**config.mk**
```make
export PLATFORM = sky130hd
export DESIGN_NAME = ucrm_bank
export DESIGN_NICKNAME = d
export VERILOG_FILES = /design/src/ucrm_pkg.sv /design/src/ucrm_bank.sv
export SDC_FILE = /design/constraint.sdc
export NUM_CORES = 1
export LEC_CHECK = 0
export BUFFER_PORTS_ARGS = -buffer_cell sky130_fd_sc_hd__buf_2
export CAP_MARGIN = 20
export CORE_MARGIN = 4
export CORE_UTILIZATION = 55
export CTS_CLUSTER_DIAMETER = 200
export DETAILED_ROUTE_END_ITERATION = 12
export HOLD_SLACK_MARGIN = 0.02
export PLACE_DENSITY = 0.88
export SKIP_LAST_GASP = 1
export SYNTH_ARGS = -nofsm -noshare
export SYNTH_HDL_FRONTEND = slang
export SYNTH_SLANG_ARGS = --single-unit
```
**constraint.sdc**
```tcl
create_clock -name ref_clk_i -period 3.05 [get_ports ref_clk_i]
set_input_delay 0.4575 -clock ref_clk_i [delete_from_list [all_inputs] [get_ports ref_clk_i]]
set_output_delay 0.4575 -clock ref_clk_i [all_outputs]
set_load 0.01 [all_outputs]
```
**src/ucrm_pkg.sv**
```systemverilog
// Package with register map constants and carrier types for the channel register bank
package ucrm_pkg;
  localparam logic [2:0] UCRM_ADDR_HOLD = 3'h0;
  localparam logic [2:0] UCRM_ADDR_IER = 3'h1;
  localparam logic [2:0] UCRM_ADDR_ISR = 3'h2;
  localparam logic [2:0] UCRM_ADDR_LCR = 3'h3;
  localparam logic [2:0] UCRM_ADDR_MCR = 3'h4;
  localparam logic [2:0] UCRM_ADDR_LSR = 3'h5;
  localparam logic [2:0] UCRM_ADDR_MSR = 3'h6;
  localparam logic [2:0] UCRM_ADDR_SPR = 3'h7;
  localparam logic [7:0] UCRM_LCR_ENH_BANK = 8'hBF;
  localparam int UCRM_LCR_DIV_BIT = 7;
  localparam int UCRM_EFR_ENH_BIT = 4;
  localparam logic [7:0] UCRM_IER_STD_MASK = 8'h0F;
  localparam logic [7:0] UCRM_ISR_ENH_MASK = 8'h30;
  localparam logic [7:0] UCRM_FCR_ENH_MASK = 8'h30;
  localparam logic [7:0] UCRM_MCR_STD_MASK = 8'h1F;
  localparam logic [7:0] UCRM_RESET_ZERO = 8'h00;
  localparam logic [7:0] UCRM_LCR_RESET = 8'h03;
  localparam logic [5:0] UCRM_ISR_NONE = 6'h01;
  localparam logic [5:0] UCRM_ISR_LINE = 6'h06;
  localparam logic [5:0] UCRM_ISR_RXRDY = 6'h04;
  localparam logic [5:0] UCRM_ISR_TXRDY = 6'h02;
  localparam logic [5:0] UCRM_ISR_MODEM = 6'h00;

  typedef struct packed {
    logic [2:0] addr;
    logic [7:0] wdata;
    logic wr;
    logic rd;
  } ucrm_bus_t;

  typedef struct packed {
    logic [4:0] rx_level;
    logic rx_err_present;
    logic [2:0] rx_head_err;
    logic rx_overrun;
    logic rx_push;
    logic tx_fifo_empty;
    logic tx_shift_empty;
    logic [7:0] rx_head_data;
    logic [7:0] modem_status;
  } ucrm_core_t;
endpackage

```
**src/ucrm_bank.sv**
```systemverilog
// Register bank of one serial channel with host bus decode and interrupt status
`timescale 1ns/1ns
module ucrm_bank
  import ucrm_pkg::*;
#(
  parameter logic [7:0] REV_CODE = 8'h01,
  parameter logic [7:0] DEV_IDENT = 8'h5A,
  parameter int CHANNEL = 0
) (
  // Clock and reset
  input wire logic ref_clk_i,
  input wire logic reset_i,
  // Host bus pins
  input wire logic channel_a_select_n_i,
  input wire logic channel_b_select_n_i,
  input wire logic [2:0] addr_i,
  input wire logic [7:0] wdata_i,
  input wire logic wr_i,
  input wire logic rd_i,
  output logic [7:0] rdata_o,
  output logic rdata_valid_o,
  output logic irq_o,
  // Channel core status
  input wire ucrm_core_t core_i,
  // Channel core control
  output logic tx_push_o,
  output logic [7:0] tx_data_o,
  output logic rx_pop_o,
  output logic rx_fifo_reset_o,
  output logic tx_fifo_reset_o,
  output logic fifo_en_o,
  output logic [1:0] rx_trigger_o,
  output logic [7:0] line_control_o,
  output logic [15:0] divisor_o,
  output logic [7:0] modem_control_o,
  output logic [7:0] enhanced_function_o
);
  if (CHANNEL < 0 || CHANNEL > 1) begin : g_channel_check
    $error("CHANNEL must be 0 or 1");
  end

  typedef struct packed {
    ucrm_bus_t bus_s1;
    ucrm_bus_t bus_s2;
    logic sel_s1;
    logic sel_s2;
    logic rd_d;
    logic wr_d;
    logic [7:0] interrupt_enable_reg;
    logic [7:0] line_control_reg;
    logic [7:0] modem_control_reg;
    logic [7:0] enhanced_function_reg;
    logic [7:0] scratch_pad;
    logic [7:0] divisor_low;
    logic [7:0] divisor_high;
    logic [7:0] resume_char_one;
    logic [7:0] resume_char_two;
    logic [7:0] pause_char_one;
    logic [7:0] pause_char_two;
    logic fifo_en;
    logic dma_mode;
    logic [1:0] rx_trig;
    logic [1:0] tx_trig;
    logic rx_ready;
    logic overrun;
    logic tx_armed;
    logic tx_empty_d;
    logic line_armed;
    logic [7:0] rdata;
    logic rdata_valid;
    logic irq;
    logic tx_push;
    logic [7:0] tx_data;
    logic rx_pop;
    logic rx_rst;
    logic tx_rst;
  } ucrm_state_t;

  ucrm_state_t s_q, s_d;
  logic [4:0] trig_level;
  logic rx_level_hit;
  logic enh;
  logic div_bank;
  logic xbank;
  logic [7:0] line_status;
  logic [5:0] isr_code;
  logic [7:0] isr_val;
  logic rd_edge, wr_edge;
  logic src_line, src_rx, src_tx, src_modem;

  always_comb begin
    unique case (s_q.rx_trig)
      2'h0: trig_level = 5'h01;
      2'h1: trig_level = 5'h04;
      2'h2: trig_level = 5'h08;
      default: trig_level = 5'h0E;
    endcase
  end

  assign enh = s_q.enhanced_function_reg[UCRM_EFR_ENH_BIT];
  assign xbank = (s_q.line_control_reg == UCRM_LCR_ENH_BANK);
  assign div_bank = s_q.line_control_reg[UCRM_LCR_DIV_BIT] && !xbank;
  assign rx_level_hit = s_q.fifo_en ? (core_i.rx_level >= trig_level) : s_q.rx_ready;
  assign rd_edge = s_q.bus_s2.rd && !s_q.rd_d && s_q.sel_s2;
  assign wr_edge = s_q.bus_s2.wr && !s_q.wr_d && s_q.sel_s2;

  // Line status word
  assign line_status = {core_i.rx_err_present && s_q.fifo_en,
                        core_i.tx_fifo_empty && core_i.tx_shift_empty,
                        core_i.tx_fifo_empty,
                        core_i.rx_head_err,
                        s_q.overrun,
                        s_q.rx_ready};

  // Interrupt sources gated by enables
  assign src_line = s_q.interrupt_enable_reg[2] && s_q.line_armed;
  assign src_rx = s_q.interrupt_enable_reg[0] && rx_level_hit;
  assign src_tx = s_q.interrupt_enable_reg[1] && s_q.tx_armed;
  assign src_modem = s_q.interrupt_enable_reg[3] && (|core_i.modem_status[3:0]);

  always_comb begin
    if (src_line) begin
      isr_code = UCRM_ISR_LINE;
    end else if (src_rx) begin
      isr_code = UCRM_ISR_RXRDY;
    end else if (src_tx) begin
      isr_code = UCRM_ISR_TXRDY;
    end else if (src_modem) begin
      isr_code = UCRM_ISR_MODEM;
    end else begin
      isr_code = UCRM_ISR_NONE;
    end
  end
  assign isr_val = {{2{s_q.fifo_en}}, isr_code & ~(enh ? 6'h00 : UCRM_ISR_ENH_MASK[5:0])};

  always_comb begin
    s_d = s_q;
    // Two flip-flops on every host pin
    s_d.bus_s1 = '{addr: addr_i, wdata: wdata_i, wr: wr_i, rd: rd_i};
    s_d.bus_s2 = s_q.bus_s1;
    s_d.sel_s1 = (CHANNEL == 0) ? !channel_a_select_n_i : !channel_b_select_n_i;
    s_d.sel_s2 = s_q.sel_s1;
    s_d.rd_d = s_q.bus_s2.rd;
    s_d.wr_d = s_q.bus_s2.wr;
    s_d.tx_push = 1'b0;
    s_d.rx_pop = 1'b0;
    s_d.rx_rst = 1'b0;
    s_d.tx_rst = 1'b0;
    s_d.rdata_valid = 1'b0;
    s_d.irq = (isr_code != UCRM_ISR_NONE);

    // Data ready and overrun tracking
    if (core_i.rx_push) begin
      s_d.rx_ready = 1'b1;
    end else if (core_i.rx_level == 5'h00 || (s_q.rx_pop && core_i.rx_level <= 5'h01)) begin
      s_d.rx_ready = 1'b0;
    end
    s_d.tx_empty_d = core_i.tx_fifo_empty;
    if (|line_status[4:1] && !s_q.line_armed) begin
      s_d.line_armed = 1'b1;
    end

    if (rd_edge) begin
      s_d.rdata_valid = 1'b1;
      s_d.rdata = UCRM_RESET_ZERO;
      unique case (s_q.bus_s2.addr)
        UCRM_ADDR_HOLD: begin
          if (div_bank) begin
            s_d.rdata = ({s_q.divisor_high, s_q.divisor_low} == 16'h0000) ? REV_CODE : s_q.divisor_low;
          end else begin
            s_d.rdata = core_i.rx_head_data;
            s_d.rx_pop = s_q.rx_ready;
          end
        end
        UCRM_ADDR_IER: begin
          if (div_bank) begin
            s_d.rdata = ({s_q.divisor_high, s_q.divisor_low} == 16'h0000) ? DEV_IDENT : s_q.divisor_high;
          end else begin
            s_d.rdata = s_q.interrupt_enable_reg & (enh ? 8'hFF : UCRM_IER_STD_MASK);
          end
        end
        UCRM_ADDR_ISR: begin
          if (xbank) begin
            s_d.rdata = s_q.enhanced_function_reg;
          end else begin
            s_d.rdata = isr_val;
            if (isr_code == UCRM_ISR_TXRDY) begin
              s_d.tx_armed = 1'b0;
            end
          end
        end
        UCRM_ADDR_LCR: s_d.rdata = s_q.line_control_reg;
        UCRM_ADDR_MCR: s_d.rdata = xbank ? s_q.resume_char_one
                                         : s_q.modem_control_reg & (enh ? 8'hFF : UCRM_MCR_STD_MASK);
        UCRM_ADDR_LSR: begin
          s_d.rdata = xbank ? s_q.resume_char_two : line_status;
          if (!xbank) begin
            s_d.overrun = 1'b0;
            s_d.line_armed = 1'b0;
          end
        end
        UCRM_ADDR_MSR: s_d.rdata = xbank ? s_q.pause_char_one : core_i.modem_status;
        default: s_d.rdata = xbank ? s_q.pause_char_two : s_q.scratch_pad;
      endcase
    end

    if (wr_edge) begin
      unique case (s_q.bus_s2.addr)
        UCRM_ADDR_HOLD: begin
          if (div_bank) begin
            s_d.divisor_low = s_q.bus_s2.wdata;
          end else begin
            s_d.tx_push = 1'b1;
            s_d.tx_data = s_q.bus_s2.wdata;
            s_d.tx_armed = 1'b0;
          end
        end
        UCRM_ADDR_IER: begin
          if (div_bank) begin
            s_d.divisor_high = s_q.bus_s2.wdata;
          end else begin
            s_d.interrupt_enable_reg = s_q.bus_s2.wdata & (enh ? 8'hFF : UCRM_IER_STD_MASK);
            if (s_q.bus_s2.wdata[1] && !s_q.interrupt_enable_reg[1]) begin
              s_d.tx_armed = core_i.tx_fifo_empty;
            end
          end
        end
        UCRM_ADDR_ISR: begin
          if (xbank) begin
            s_d.enhanced_function_reg = s_q.bus_s2.wdata;
          end else begin
            s_d.fifo_en = s_q.bus_s2.wdata[0];
            if (s_q.bus_s2.wdata[0]) begin
              s_d.rx_rst = s_q.bus_s2.wdata[1];
              s_d.tx_rst = s_q.bus_s2.wdata[2];
              s_d.dma_mode = s_q.bus_s2.wdata[3];
              s_d.rx_trig = s_q.bus_s2.wdata[7:6];
              if (enh) begin
                s_d.tx_trig = s_q.bus_s2.wdata[5:4];
              end
            end
          end
        end
        UCRM_ADDR_LCR: s_d.line_control_reg = s_q.bus_s2.wdata;
        UCRM_ADDR_MCR: begin
          if (xbank) begin
            s_d.resume_char_one = s_q.bus_s2.wdata;
          end else begin
            s_d.modem_control_reg = s_q.bus_s2.wdata & (enh ? 8'hFF : UCRM_MCR_STD_MASK);
          end
        end
        UCRM_ADDR_LSR: if (xbank) s_d.resume_char_two = s_q.bus_s2.wdata;
        UCRM_ADDR_MSR: if (xbank) s_d.pause_char_one = s_q.bus_s2.wdata;
        default: begin
          if (xbank) begin
            s_d.pause_char_two = s_q.bus_s2.wdata;
          end else begin
            s_d.scratch_pad = s_q.bus_s2.wdata;
          end
        end
      endcase
    end
    if (s_d.rx_rst) begin
      s_d.rx_ready = 1'b0;
    end
    // Overrun set wins over read clear
    if (core_i.rx_overrun) begin
      s_d.overrun = 1'b1;
    end
    // Transmit ready arms once as the transmit FIFO drains
    if (core_i.tx_fifo_empty && !s_q.tx_empty_d) begin
      s_d.tx_armed = 1'b1;
    end
    if (core_i.rx_push) begin
      s_d.rx_ready = 1'b1;
    end
  end

  always_ff @(posedge ref_clk_i) begin
    if (reset_i) begin
      s_q <= '0;
      s_q.line_control_reg <= UCRM_LCR_RESET;
    end else begin
      s_q <= s_d;
    end
  end

  assign rdata_o = s_q.rdata;
  assign rdata_valid_o = s_q.rdata_valid;
  assign irq_o = s_q.irq;
  assign tx_push_o = s_q.tx_push;
  assign tx_data_o = s_q.tx_data;
  assign rx_pop_o = s_q.rx_pop;
  assign rx_fifo_reset_o = s_q.rx_rst;
  assign tx_fifo_reset_o = s_q.tx_rst;
  assign fifo_en_o = s_q.fifo_en;
  assign rx_trigger_o = s_q.rx_trig;
  assign line_control_o = s_q.line_control_reg;
  assign divisor_o = {s_q.divisor_high, s_q.divisor_low};
  assign modem_control_o = s_q.modem_control_reg;
  assign enhanced_function_o = s_q.enhanced_function_reg;

  rx_trigger_irq_a: assert property (@(posedge ref_clk_i) disable iff (reset_i)
    s_q.fifo_en && s_q.interrupt_enable_reg[0] && core_i.rx_level >= trig_level |=> irq_o)
    else $error("receive trigger did not raise interrupt");
  irq_clear_a: assert property (@(posedge ref_clk_i) disable iff (reset_i)
    (isr_code == UCRM_ISR_NONE) |=> !irq_o)
    else $error("interrupt stayed with nothing pending");
  data_ready_set_a: assert property (@(posedge ref_clk_i) disable iff (reset_i)
    core_i.rx_push |=> s_q.rx_ready)
    else $error("data ready not set on push");
  overrun_set_a: assert property (@(posedge ref_clk_i) disable iff (reset_i)
    core_i.rx_overrun |=> line_status[1])
    else $error("overrun not reported");
  tx_empty_bit_a: assert property (@(posedge ref_clk_i) disable iff (reset_i)
    rd_edge && s_q.bus_s2.addr == UCRM_ADDR_LSR && !xbank
    |=> rdata_o[6] == $past(core_i.tx_fifo_empty && core_i.tx_shift_empty))
    else $error("transmit idle bit wrong");
  enh_ier_zero_a: assert property (@(posedge ref_clk_i) disable iff (reset_i)
    rd_edge && s_q.bus_s2.addr == UCRM_ADDR_IER && !div_bank && !enh |=> rdata_o[7:4] == 4'h0)
    else $error("enhanced enable bits read back");
  hold_write_a: assert property (@(posedge ref_clk_i) disable iff (reset_i)
    wr_edge && s_q.bus_s2.addr == UCRM_ADDR_HOLD && !div_bank |=> tx_push_o ##1 !tx_push_o)
    else $error("holding write not pushed once");
  fcr_gate_a: assert property (@(posedge ref_clk_i) disable iff (reset_i)
    wr_edge && s_q.bus_s2.addr == UCRM_ADDR_ISR && !xbank && !s_q.bus_s2.wdata[0] |=> $stable(s_q.rx_trig))
    else $error("trigger changed without enable");
  line_priority_a: assert property (@(posedge ref_clk_i) disable iff (reset_i)
    rd_edge && s_q.bus_s2.addr == UCRM_ADDR_ISR && !xbank && src_line |=> rdata_o[3:0] == UCRM_ISR_LINE[3:0])
    else $error("line status not highest priority");
endmodule

```
==> impl_metrics.tcl <==
set metrics [dict create \
    cts_hold_buffers 0 \
    synth_nets 827 \
    synth-async-reset-ratio_pct 0 \
    globalRoute.totalOverflow 0 \
    drive_gt1_share_pct 23.3 \
    gp_congestion 0.960 \
    fmax_mhz 383 \
    p_leak_nw 3.38 \
    peakVddDrop_v 0.000510 \
    cp_data_arrival_time_ns 2.88 \
    synth_area_um2 6990 \
    firstDrtPassIters 6 \
    ys_warn_count 0 \
    synthCells 777 \
    period_share_pct 85.5 \
    die-area_um2 14600 \
    synth_top_cell_area_share_pct 42.4 \
    maxCapViolations 0 \
    crit_path_max_fanout 16 \
    clk_latency_ns 0.42 \
    setup-violations-final 0 \
    grt_usage_pct 26.0 \
    synth_edf_count 0 \
    final_util_pct 63.9 \
    vias 5991 \
    worstSetupEndpointType "flop" \
    dp_hpwl_mm 13.0 \
    ios 111 \
    tightest_slew_ns 0.823 \
    post-cts-setup-buffers 0 \
    final-max-slew-violation-count 0 \
    antenna_found_initial 0 \
    ys_seq_area_share_pct 42.4 \
    start_kind "flop" \
    syn_to_final_growth_pct 11.6 \
    initial_core_util_pct 57.3 \
    cts_sinks 148 \
    grt_max_degree 67 \
    die-height_um 121 \
    max_slew_margin_pct 45.1 \
    synthTopCellsByArea "dfxtp_1 42%, mux2i_1 11%, buf_4 6.5%" \
    powerDensity_nw_per_um2 544 \
    hold_viol 0 \
    nFillCells 999 \
    min_period_ns 2.61 \
    grt_pass1_vias 5458 \
    root_buffer "clkbuf_16" \
    cts_tree "yes" \
    nNetsFinal 861 \
    clock_skew_ns 0.00852 \
    post_cts_resized 0 \
    rsz0062_at_grt "false" \
    port-buffer-count 109 \
    clockBufferDepth 2 \
    grt_pass1_wl_mm 29.5 \
    critPathKind "reg -> reg" \
    worstHoldPathCells 2 \
    cts_made_buffers 17 \
    wirelength_mm 19.2 \
    ant_nets 0 \
    synth_flop_cell "dfxtp_1" \
    placementRows 40 \
    drc 0 \
    tns_ns 0 \
    n_antenna_cell 0 \
    hp-class "in -> reg" \
    status "finished clean" \
    netlist-cell-type-count 65 \
    core_um2 12200 \
    ys_seq_elements 148 \
    syn_area_per_cell_um2 9.00 \
    routedWlPerCell_um 19.3 \
    drt_iter0_drc 921 \
    critPathRequiredTime_ns 3.32 \
    viasPerCell 6.04 \
    synthTopCellsByCount "148 x dfxtp_1, 91 x nor2_1, 79 x mux2i_1, 66 x nand2_1, 61 x buf_4" \
    path_clk_slew_ns 0.06 \
    worstRegToRegCells 5 \
    synth_top_area_cell "dfxtp_1" \
    htreeDepth 4 \
    die_width_um 121 \
    synth_most_common_cell "dfxtp_1" \
]
-- power breakdown --
part | switching, W | internal (W) | total (W)
Combinational | 0.0000984 | 0.0000682 | 0.000167
Clock | 0.000853 | 0.00123 | 0.00209
Sequential | 0.0000347 | 0.00196 | 0.00199
Total | 0.000986 | 0.00326 | 0.00425
-- cells by family after synthesis --
family	Yosys count	synth area share [%]
flip-flops	148	42.4
buffers and inverters	121	10.4
AND/OR/NAND/NOR	288	21.9
adder cells (fa/ha/maj)	4	0.716
multiplexers	91	13.2
AO/OA/AOI/OAI	125	11.4
-- stage by stage --
stage	area (um2)	setup WS (ns)	hold slack, ns	total power [W]	instances
2_1_floorplan	6990	1.24	0.414	0.00212	777
3_3_place_gp	7210	0.615	0.415	0.00219	960
3_5_place_dp	7210	0.528	0.420	0.00219	960
4_1_cts	7800	0.529	0.187	0.00424	992
5_1_grt	7800	0.381	0.197	0.00435	992
6_report	7800	0.442	0.190	0.00425	992
-- critical path: stages, from the launching register on --
cell       delay, ns
dfxtp_1         0.50
nand4b_4        0.34
nor2_4          0.38
mux2_2          0.38
a2111oi_0       0.65
a41oi_1         0.21
-- layout make-up --
class                      count  area [um2]  share of cell area [%]
timing repair buffer         128         703                    9.01
inverter                       8        30.0                   0.385
clock inverter                14         154                    1.97
tap                          168         210                    2.69
sequential                   148        2960                    38.0
multi-input combinational    508        3300                    42.3
clock buffer                  18         439                    5.63
-- routing by layer --
| layer | part of all wire, % | up-vias | global-route usage [%] | routed length, um |
|---|---|---|---|---|
| met3 | 11 | 85 | 5.89 | 2170 |
| met5 | 0 | - | 0 | 0 |
| met1 | 39 | 2767 | 33.7 | 7450 |
| li1 | - | 2726 | - | - |
| met2 | 45 | 413 | 40.7 | 8660 |
| met4 | 4.7 | 0 | 13.2 | 910 |
-- state kept, by name, summed over array words and instances, names as in the netlist, 2 cells and up --
name                 cells
s_q                     65
tx_data_o                8
rx_trigger_o             2
enhanced_function_o      8
rdata_o                  8
modem_control_o          8
divisor_o               16
line_status              2
s_d                     16
line_control_o           8
-- placed cells by master (no fill, tap or decap), drive strengths merged, types with 5 or more instances in the layout --
cell type / Yosys / final
a21oi: 46 / 46
nor3: 10 / 10
nand3: 34 / 34
a311oi: 7 / 7
clkinv: 0 / 8
mux2: 12 / 12
and2: 5 / 5
o21ai: 24 / 24
inv: 8 / 10
mux2i: 79 / 79
nor2: 92 / 92
and3: 10 / 10
clkbuf: 31 / 18
dfxtp: 148 / 148
buf: 82 / 128
nor2b: 33 / 33
nor4: 8 / 8
nand2: 67 / 67
nand4: 6 / 6
o211ai: 7 / 7
a22oi: 5 / 5
a31oi: 5 / 5
-- final timing paths --
path	startpoint	endpoint	slack [ns]
worst max-delay path	line_control_o[7]$_SDFFE_PP0P_	rdata_o[0]$_SDFFE_PP0P_	0.44
worst min-delay path	channel_a_select_n_i	s_d[123]$_SDFF_PP0_	0.19
worst max register to register	line_control_o[7]$_SDFFE_PP0P_	rdata_o[0]$_SDFFE_PP0P_	0.44
worst min register to register	s_d[134]$_SDFF_PP0_	s_q[134]$_SDFF_PP0_	0.43
No activity file was read; power rests on OpenSTA's default activity.
